**config.mk**
```make
export PLATFORM = sky130hd
export DESIGN_NAME = iox_expander
export DESIGN_NICKNAME = d
export VERILOG_FILES = /design/src/design/iox_pkg.sv /design/src/design/iox_sync3.sv /design/src/design/iox_expander.sv
export SDC_FILE = /design/constraint.sdc
export NUM_CORES = 1
export LEC_CHECK = 0
export BUFFER_PORTS_ARGS = -buffer_cell sky130_fd_sc_hd__buf_2
export CORE_MARGIN = 1.5
export CORE_UTILIZATION = 50
export DETAILED_ROUTE_END_ITERATION = 8
export PLACE_DENSITY = 0.73
export SETUP_SLACK_MARGIN = 0.1
export SYNTH_ARGS = -nofsm -noshare
export SYNTH_HDL_FRONTEND = slang
export SYNTH_SLANG_ARGS = --single-unit
```
**constraint.sdc**
```tcl
create_clock -name CLK_SYS -period 3.3 [get_ports CLK_SYS]
set_input_delay 0.825 -clock CLK_SYS [delete_from_list [all_inputs] [get_ports CLK_SYS]]
set_output_delay 0.825 -clock CLK_SYS [all_outputs]
set_load 0.05 [all_outputs]
```
**src/design/iox_pkg.sv**
```systemverilog
// package for the i2c octal io expander
// Functional notes
// - start is sda falling while scl high
// - ack matching address on ninth clock
// - sda change during scl high is control
// - stop is sda rising, return idle
// - one ack bit after each byte
// - ack every received byte as receiver
// - on master nack release sda
// - address is 11100 plus two selects
// - last address bit one means read
// - first written byte is register pointer
// - pointer persists across transfers
// - input register reads pins, ignores writes
// - output register drives outputs, resets ff
// - polarity bits invert input reads, reset 00
// - direction one input, zero output, reset ff
// - write data bytes load selected register
// - read after restart sends selected register
// - read returns any number of bytes
// - capture pins at ack scl rise
// - input pin change raises active-low alert
// - alert clears on restore or input read
// - reset pin restores all defaults
`default_nettype none
package iox_pkg;
  localparam logic [4:0] IOX_ADDR_FIXED = 5'h1c;
  localparam logic [1:0] IOX_REG_INPUT = 2'h0;
  localparam logic [1:0] IOX_REG_OUTPUT = 2'h1;
  localparam logic [1:0] IOX_REG_INVERT = 2'h2;
  localparam logic [1:0] IOX_REG_DIR = 2'h3;
  localparam logic [7:0] IOX_RST_OUTPUT = 8'hff;
  localparam logic [7:0] IOX_RST_INVERT = 8'h00;
  localparam logic [7:0] IOX_RST_DIR = 8'hff;
  localparam logic [3:0] IOX_BIT_LAST = 4'h7;
  localparam logic [3:0] IOX_BIT_ACK = 4'h8;

  typedef enum logic [2:0] {
    IOX_IDLE,
    IOX_RX,
    IOX_RX_ACK,
    IOX_TX,
    IOX_TX_ACK
  } iox_state_t;

  typedef struct packed {
    logic scl;
    logic sda;
  } iox_bus_t;
endpackage : iox_pkg
`default_nettype wire

```
**src/design/iox_sync3.sv**
```systemverilog
// three-stage synchroniser with agreement filter
`timescale 1ns/100ps
`default_nettype none
module iox_sync3 #(
  parameter int WIDTH = 1,
  parameter logic [WIDTH-1:0] INIT = '1
) (
  input wire logic CLK_SYS,
  input wire logic RESET,
  input wire logic [WIDTH-1:0] D_IN,
  output logic [WIDTH-1:0] Q_OUT
);
  typedef struct packed {
    logic [WIDTH-1:0] s1;
    logic [WIDTH-1:0] s2;
    logic [WIDTH-1:0] s3;
    logic [WIDTH-1:0] q;
  } iox_sync_st_t;

  iox_sync_st_t st_reg;
  iox_sync_st_t st_next;

  always_comb begin
    st_next = st_reg;
    st_next.s1 = D_IN;
    st_next.s2 = st_reg.s1;
    st_next.s3 = st_reg.s2;
    for (int i = 0; i < WIDTH; i++) begin
      if (st_reg.s2[i] == st_reg.s3[i]) begin
        st_next.q[i] = st_reg.s3[i];
      end
    end
  end

  always_ff @(posedge CLK_SYS or posedge RESET) begin
    if (RESET) begin
      st_reg <= {4{INIT}};
    end else begin
      st_reg <= st_next;
    end
  end

  assign Q_OUT = st_reg.q;
endmodule // iox_sync3
`default_nettype wire

```
**src/design/iox_expander.sv**
```systemverilog
// i2c slave octal io expander top
`timescale 1ns/100ps
`default_nettype none
module iox_expander
  import iox_pkg::*;
#(
  parameter int PINS = 8
) (
  input wire logic CLK_SYS,
  input wire logic RESET,
  input wire logic RESET_N_PIN,
  input wire logic SCL_IN,
  input wire logic SDA_IN,
  output logic SDA_OUT,
  output logic SDA_OE_N,
  input wire logic ADDR_SELECT_HI,
  input wire logic ADDR_SELECT_LO,
  input wire logic [PINS-1:0] PORT_PIN_IN,
  output logic [PINS-1:0] PORT_PIN_OUT,
  output logic [PINS-1:0] PORT_PIN_OE_N,
  output logic ALERT_N_OUT,
  output logic ALERT_N_OE_N
);
  // ---------------------------------------------------------------
  // input synchronisers
  // ---------------------------------------------------------------
  logic [PINS+4:0] raw_in;
  logic [PINS+4:0] syn_in;
  assign raw_in = {PORT_PIN_IN, RESET_N_PIN, ADDR_SELECT_HI, ADDR_SELECT_LO, SCL_IN, SDA_IN};

  iox_sync3 #(.WIDTH(PINS + 5), .INIT('1)) u_sync (
    .CLK_SYS(CLK_SYS),
    .RESET(RESET),
    .D_IN(raw_in),
    .Q_OUT(syn_in)
  );

  iox_bus_t bus;
  logic [PINS-1:0] pins;
  logic rst_pin_n;
  logic [1:0] sel;
  assign bus.scl = syn_in[1];
  assign bus.sda = syn_in[0];
  assign sel = syn_in[3:2];
  assign rst_pin_n = syn_in[4];
  assign pins = syn_in[PINS+4:5];

  // ---------------------------------------------------------------
  // state
  // ---------------------------------------------------------------
  typedef struct packed {
    iox_state_t fsm;
    iox_bus_t prev;
    logic [3:0] bitcnt;
    logic [7:0] shift;
    logic is_addr;
    logic is_cmd;
    logic rd_ack;
    logic sda_low;
    logic [1:0] ptr;
    logic [PINS-1:0] drive_level_bits;
    logic [PINS-1:0] invert_bits;
    logic [PINS-1:0] direction_bits;
    logic [PINS-1:0] snap;
  } iox_st_t;

  iox_st_t st_reg;
  iox_st_t st_next;

  function automatic logic [7:0] reg_value(input iox_st_t s, input logic [PINS-1:0] p);
    unique case (s.ptr)
      IOX_REG_INPUT: reg_value = 8'(p ^ s.invert_bits);
      IOX_REG_OUTPUT: reg_value = 8'(s.drive_level_bits);
      IOX_REG_INVERT: reg_value = 8'(s.invert_bits);
      IOX_REG_DIR: reg_value = 8'(s.direction_bits);
    endcase
  endfunction

  logic scl_rise;
  logic scl_fall;
  logic start_cond;
  logic stop_cond;
  assign scl_rise = bus.scl & ~st_reg.prev.scl;
  assign scl_fall = ~bus.scl & st_reg.prev.scl;
  assign start_cond = bus.scl & st_reg.prev.scl & st_reg.prev.sda & ~bus.sda;
  assign stop_cond = bus.scl & st_reg.prev.scl & ~st_reg.prev.sda & bus.sda;

  // ---------------------------------------------------------------
  // protocol and register logic
  // ---------------------------------------------------------------
  always_comb begin
    st_next = st_reg;
    st_next.prev = bus;
    if (start_cond) begin
      st_next.fsm = IOX_RX;
      st_next.bitcnt = '0;
      st_next.is_addr = 1'b1;
      st_next.sda_low = 1'b0;
    end else if (stop_cond) begin
      st_next.fsm = IOX_IDLE;
      st_next.sda_low = 1'b0;
    end else begin
      unique case (st_reg.fsm)
        IOX_IDLE: begin
          st_next.sda_low = 1'b0;
        end
        IOX_RX: begin
          if (scl_rise) begin
            st_next.shift = {st_reg.shift[6:0], bus.sda};
            st_next.bitcnt = st_reg.bitcnt + 4'h1;
          end
          if (scl_fall) begin
            if (st_reg.bitcnt == IOX_BIT_ACK) begin
              st_next.bitcnt = '0;
              if (st_reg.is_addr) begin
                if (st_reg.shift[7:1] == {IOX_ADDR_FIXED, sel}) begin
                  st_next.fsm = IOX_RX_ACK;
                  st_next.sda_low = 1'b1;
                  st_next.rd_ack = st_reg.shift[0];
                end else begin
                  st_next.fsm = IOX_IDLE;
                end
              end else begin
                st_next.fsm = IOX_RX_ACK;
                st_next.sda_low = 1'b1;
                st_next.rd_ack = 1'b0;
                if (st_reg.is_cmd) begin
                  st_next.ptr = st_reg.shift[1:0];
                  st_next.is_cmd = 1'b0;
                end else begin
                  unique case (st_reg.ptr)
                    IOX_REG_INPUT: ;
                    IOX_REG_OUTPUT: st_next.drive_level_bits = st_reg.shift[PINS-1:0];
                    IOX_REG_INVERT: st_next.invert_bits = st_reg.shift[PINS-1:0];
                    IOX_REG_DIR: st_next.direction_bits = st_reg.shift[PINS-1:0];
                  endcase
                end
              end
            end
          end
        end
        IOX_RX_ACK: begin
          if (scl_rise && st_reg.rd_ack) begin
            st_next.shift = reg_value(st_reg, pins);
            if (st_reg.ptr == IOX_REG_INPUT) begin
              st_next.snap = pins;
            end
          end
          if (scl_fall) begin
            if (st_reg.is_addr && !st_reg.rd_ack) begin
              st_next.is_cmd = 1'b1;
            end
            st_next.is_addr = 1'b0;
            if (st_reg.rd_ack) begin
              st_next.fsm = IOX_TX;
              st_next.sda_low = ~st_reg.shift[7];
            end else begin
              st_next.fsm = IOX_RX;
              st_next.sda_low = 1'b0;
            end
          end
        end
        IOX_TX: begin
          if (scl_fall) begin
            if (st_reg.bitcnt == IOX_BIT_LAST) begin
              st_next.bitcnt = '0;
              st_next.fsm = IOX_TX_ACK;
              st_next.sda_low = 1'b0;
            end else begin
              st_next.bitcnt = st_reg.bitcnt + 4'h1;
              st_next.shift = {st_reg.shift[6:0], 1'b1};
              st_next.sda_low = ~st_reg.shift[6];
            end
          end
        end
        IOX_TX_ACK: begin
          if (scl_rise) begin
            st_next.shift = reg_value(st_reg, pins);
            if (st_reg.ptr == IOX_REG_INPUT) begin
              st_next.snap = pins;
            end
            if (bus.sda) begin
              st_next.fsm = IOX_IDLE;
            end
          end
          if (scl_fall && st_reg.fsm == IOX_TX_ACK && !st_next.prev.sda) begin
            st_next.fsm = IOX_TX;
            st_next.sda_low = ~st_reg.shift[7];
          end
        end
      endcase
    end
    if (!rst_pin_n) begin
      st_next = '0;
      st_next.fsm = IOX_IDLE;
      st_next.prev = bus;
      st_next.drive_level_bits = IOX_RST_OUTPUT;
      st_next.invert_bits = IOX_RST_INVERT;
      st_next.direction_bits = IOX_RST_DIR;
      st_next.snap = pins;
    end
  end

  always_ff @(posedge CLK_SYS or posedge RESET) begin
    if (RESET) begin
      st_reg <= '0;
      st_reg.fsm <= IOX_IDLE;
      st_reg.prev <= '1;
      st_reg.drive_level_bits <= IOX_RST_OUTPUT;
      st_reg.invert_bits <= IOX_RST_INVERT;
      st_reg.direction_bits <= IOX_RST_DIR;
      st_reg.snap <= '1;
    end else begin
      st_reg <= st_next;
    end
  end

  // ---------------------------------------------------------------
  // outputs
  // ---------------------------------------------------------------
  assign SDA_OUT = 1'b0;
  assign SDA_OE_N = ~st_reg.sda_low;
  assign PORT_PIN_OUT = st_reg.drive_level_bits;
  assign PORT_PIN_OE_N = st_reg.direction_bits;
  assign ALERT_N_OUT = 1'b0;
  assign ALERT_N_OE_N = ~|((pins ^ st_reg.snap) & st_reg.direction_bits);
endmodule // iox_expander
`default_nettype wire

```
==> flow_metrics.tcl <==
set metrics [dict create \
    core_mm2 0.00937 \
    avgSynthCellArea_um2 11.6 \
    hp-class "flip-flop to flip-flop" \
    grt_pass1_wl_um 15300 \
    cp_max_fo 15 \
    cp-startpoint "st_reg[52]" \
    period_share_pct 86.9 \
    timing.fmax_mhz 349 \
    avgRoutedWirePerCell_um 16.0 \
    syn_inst 420 \
    post-place-ws_ns 0.472 \
    vias_per_cell 5.43 \
    dr.pass1.iters 5 \
    drive_above_1_share_pct 34.9 \
    required_ns 3.60 \
    worst_slack_ns 0.433 \
    chipHeight_um 102 \
    clkTransAtPathRegs_ns 0.11 \
    synth_warnings 0 \
    post_cts_resized 0 \
    reg2reg_to "PORT_PIN_OUT[3]" \
    rsz0062_at_grt "no" \
    grt-ovfl-total 0 \
    synthesis.area_mm2 0.00488 \
    ctsHoldBuffers 0 \
    start_util_pct 52.1 \
    final_nets 450 \
    power.leakage_nw 2.00 \
    tightest_slew_ns 0.853 \
    final_cell_count_no_fill 567 \
    die_area_mm2 0.0104 \
    grt_pass1_vias 2974 \
    hpwl_um 6080 \
    criticalPathCategory "flip-flop to flip-flop" \
    routed_wirelength_um 9060 \
    drv_cap 0 \
    hold_viol_final 0 \
    grt_max_degree 99 \
    antenna_left 0 \
    r2r-start "st_reg[52]" \
    clock_sinks 107 \
    slew_viol_final 0 \
    synth_cell_types 61 \
    ys_seq_elements 107 \
    finalCriticalPeriod_ns 2.87 \
    ctsHtreeMaxLevel 3 \
    syn_to_final_growth_pct 7.12 \
    ir_drop_uv 266 \
    grt_usage_pct 19.2 \
    numCtsBuffers 9 \
    finClkSkew_ns 0.0110 \
    die_w_um 102 \
    regToRegSetupSlack_ns 0.43 \
    largest_reg_flops 39 \
    clock_latency_ns 0.37 \
    cp.arrival_ns 3.17 \
    whs_ns 0.361 \
    gp_congestion 0.917 \
    ys_seq_area_share_pct 56.8 \
    synthFlopType "dfstp_2" \
    tns_ns 0 \
    synth-async-reset-ratio_pct 100 \
    vias 3079 \
    critPathCaptureType "flip-flop" \
    crit_path_start_kind "flip-flop" \
    placementRows 35 \
    worstRegToRegCells 6 \
    p_per_area_mw_per_mm2 482 \
    final-setup-viol-count 0 \
    antenna_found_initial 0 \
    final_util_pct 55.8 \
    placed_cells 551 \
    portBuffers 32 \
    ios 35 \
    relSlewSlack_pct 43.1 \
    dr.first_iter.drc_count 255 \
    route.detailed.drc 0 \
    postCtsSetupBuffers 0 \
    root_buffer "clkbuf_8" \
    num_antenna_cells 0 \
    synth_edf_count 0 \
    cts_tree "yes" \
    status "completed" \
    clockBufferDepth 2 \
    crit_path_end "PORT_PIN_OUT[3]" \
]
==> layout by cell type (no fill, tap or decap), drive strengths merged, types with 5 or more instances in the layout <==
| master | Yosys | final |
|---|---|---|
| o21ai | 23 | 23 |
| clkbuf | 13 | 11 |
| buf | 23 | 37 |
| xor2 | 8 | 8 |
| a21oi | 9 | 9 |
| dfstp | 78 | 78 |
| nand2 | 49 | 49 |
| mux2 | 19 | 19 |
| nor2 | 20 | 20 |
| nor3b | 5 | 5 |
| mux2i | 18 | 18 |
| nand2b | 5 | 5 |
| nand3 | 13 | 13 |
| a22oi | 11 | 11 |
| dfrtp | 29 | 29 |
| nor2b | 14 | 14 |
| nor3 | 5 | 5 |
| inv | 9 | 11 |
| xnor2 | 12 | 12 |
| maj3 | 13 | 13 |
==> power by group <==
part	internal (mW)	switching (mW)	leakage [nW]
Sequential	1.43	0.0681	1.22
Clock	0.308	0.463	0.0964
Combinational	0.108	0.145	0.684
Total	1.85	0.677	2.00
==> worst min-delay path by stage <==
stage / from / endpoint / slack [ns] / cells past startpoint
3_3_place_gp: u_sync.st_next[38] / u_sync.st_next[25] / 0.35 / 0
2_1_floorplan: u_sync.st_next[26] / u_sync.st_next[13] / 0.35 / 0
6_report: u_sync.st_next[34] / u_sync.st_next[21] / 0.36 / 0
5_1_grt: u_sync.st_next[31] / u_sync.st_next[18] / 0.36 / 0
4_1_cts: u_sync.st_next[26] / u_sync.st_next[13] / 0.36 / 0
3_5_place_dp: u_sync.st_next[29] / u_sync.st_next[16] / 0.35 / 0
==> cells in the mapped netlist (2+ instances only) <==
cell type	number	share of area (%)
dfstp_2	78	42
nand2_1	49	3.8
dfrtp_1	29	15
nor2_1	20	1.5
buf_4	19	2.9
mux2i_1	18	3.7
o21ai_0	18	1.8
nor2b_1	14	1.8
clkbuf_1	13	1.0
maj3_1	13	2.7
mux2_2	13	3.0
nand3_1	13	1.3
xnor2_1	12	2.2
a22oi_1	11	1.7
a21oi_1	9	0.92
inv_1	8	0.61
xor2_1	8	1.4
mux2_1	6	1.4
nand2b_1	5	0.64
nor3b_1	5	0.77
o21ai_1	5	0.51
nor3_1	4	0.41
o32ai_1	3	0.54
a21o_1	2	0.31
a2bb2oi_1	2	0.36
and3b_1	2	0.36
buf_2	2	0.20
ha_1	2	0.51
nand3b_1	2	0.31
o21a_1	2	0.31
or2_2	2	0.26
or3_1	2	0.26
==> metal layers <==
layer	global-route usage, %	vias to the layer above	share of wire, %
li1	-	1475	-
met1	28.4	1511	50
met2	28.5	84	45
met3	3.56	9	4.0
met4	7.27	0	1.3
met5	0	-	0
==> area by class of cell <==
type | count | area [um2]
Clock inverter | 5 | 43.8
Inverter | 9 | 37.5
Fill cell | 801 | 4140
Timing Repair Buffer | 37 | 210
Tap cell | 129 | 161
Clock buffer | 11 | 141
Sequential cell | 107 | 2780
Multi-Input combinational cell | 269 | 1860
==> worst max-delay path: stages (launching register included) <==
cell and delay (ns):
dfrtp_1 0.62, or3b_4 0.47, or4_4 0.55, nor4b_2 0.61, buf_4 0.28, mux2i_1 0.20
nand2_1 0.07
==> logic make-up after synthesis <==
group,synth area share [%]
other,0.0768
DFF,56.8
AOI/OAI and AO/OA,9.43
adders and majority gates,3.18
and+or+nand+nor,13.7
buffers and inverters,5.12
xor gates and xnor gates,3.59
muxes,8.07
==> through the flow <==
stage	area, um2	total power, mW
floorplan	4890	1.70
detailed placement	5050	1.78
CTS	5230	2.55
finish	5230	2.52
global placement	5050	1.76
global route	5230	2.64
Note: power is estimated with default switching activity, not from simulation.
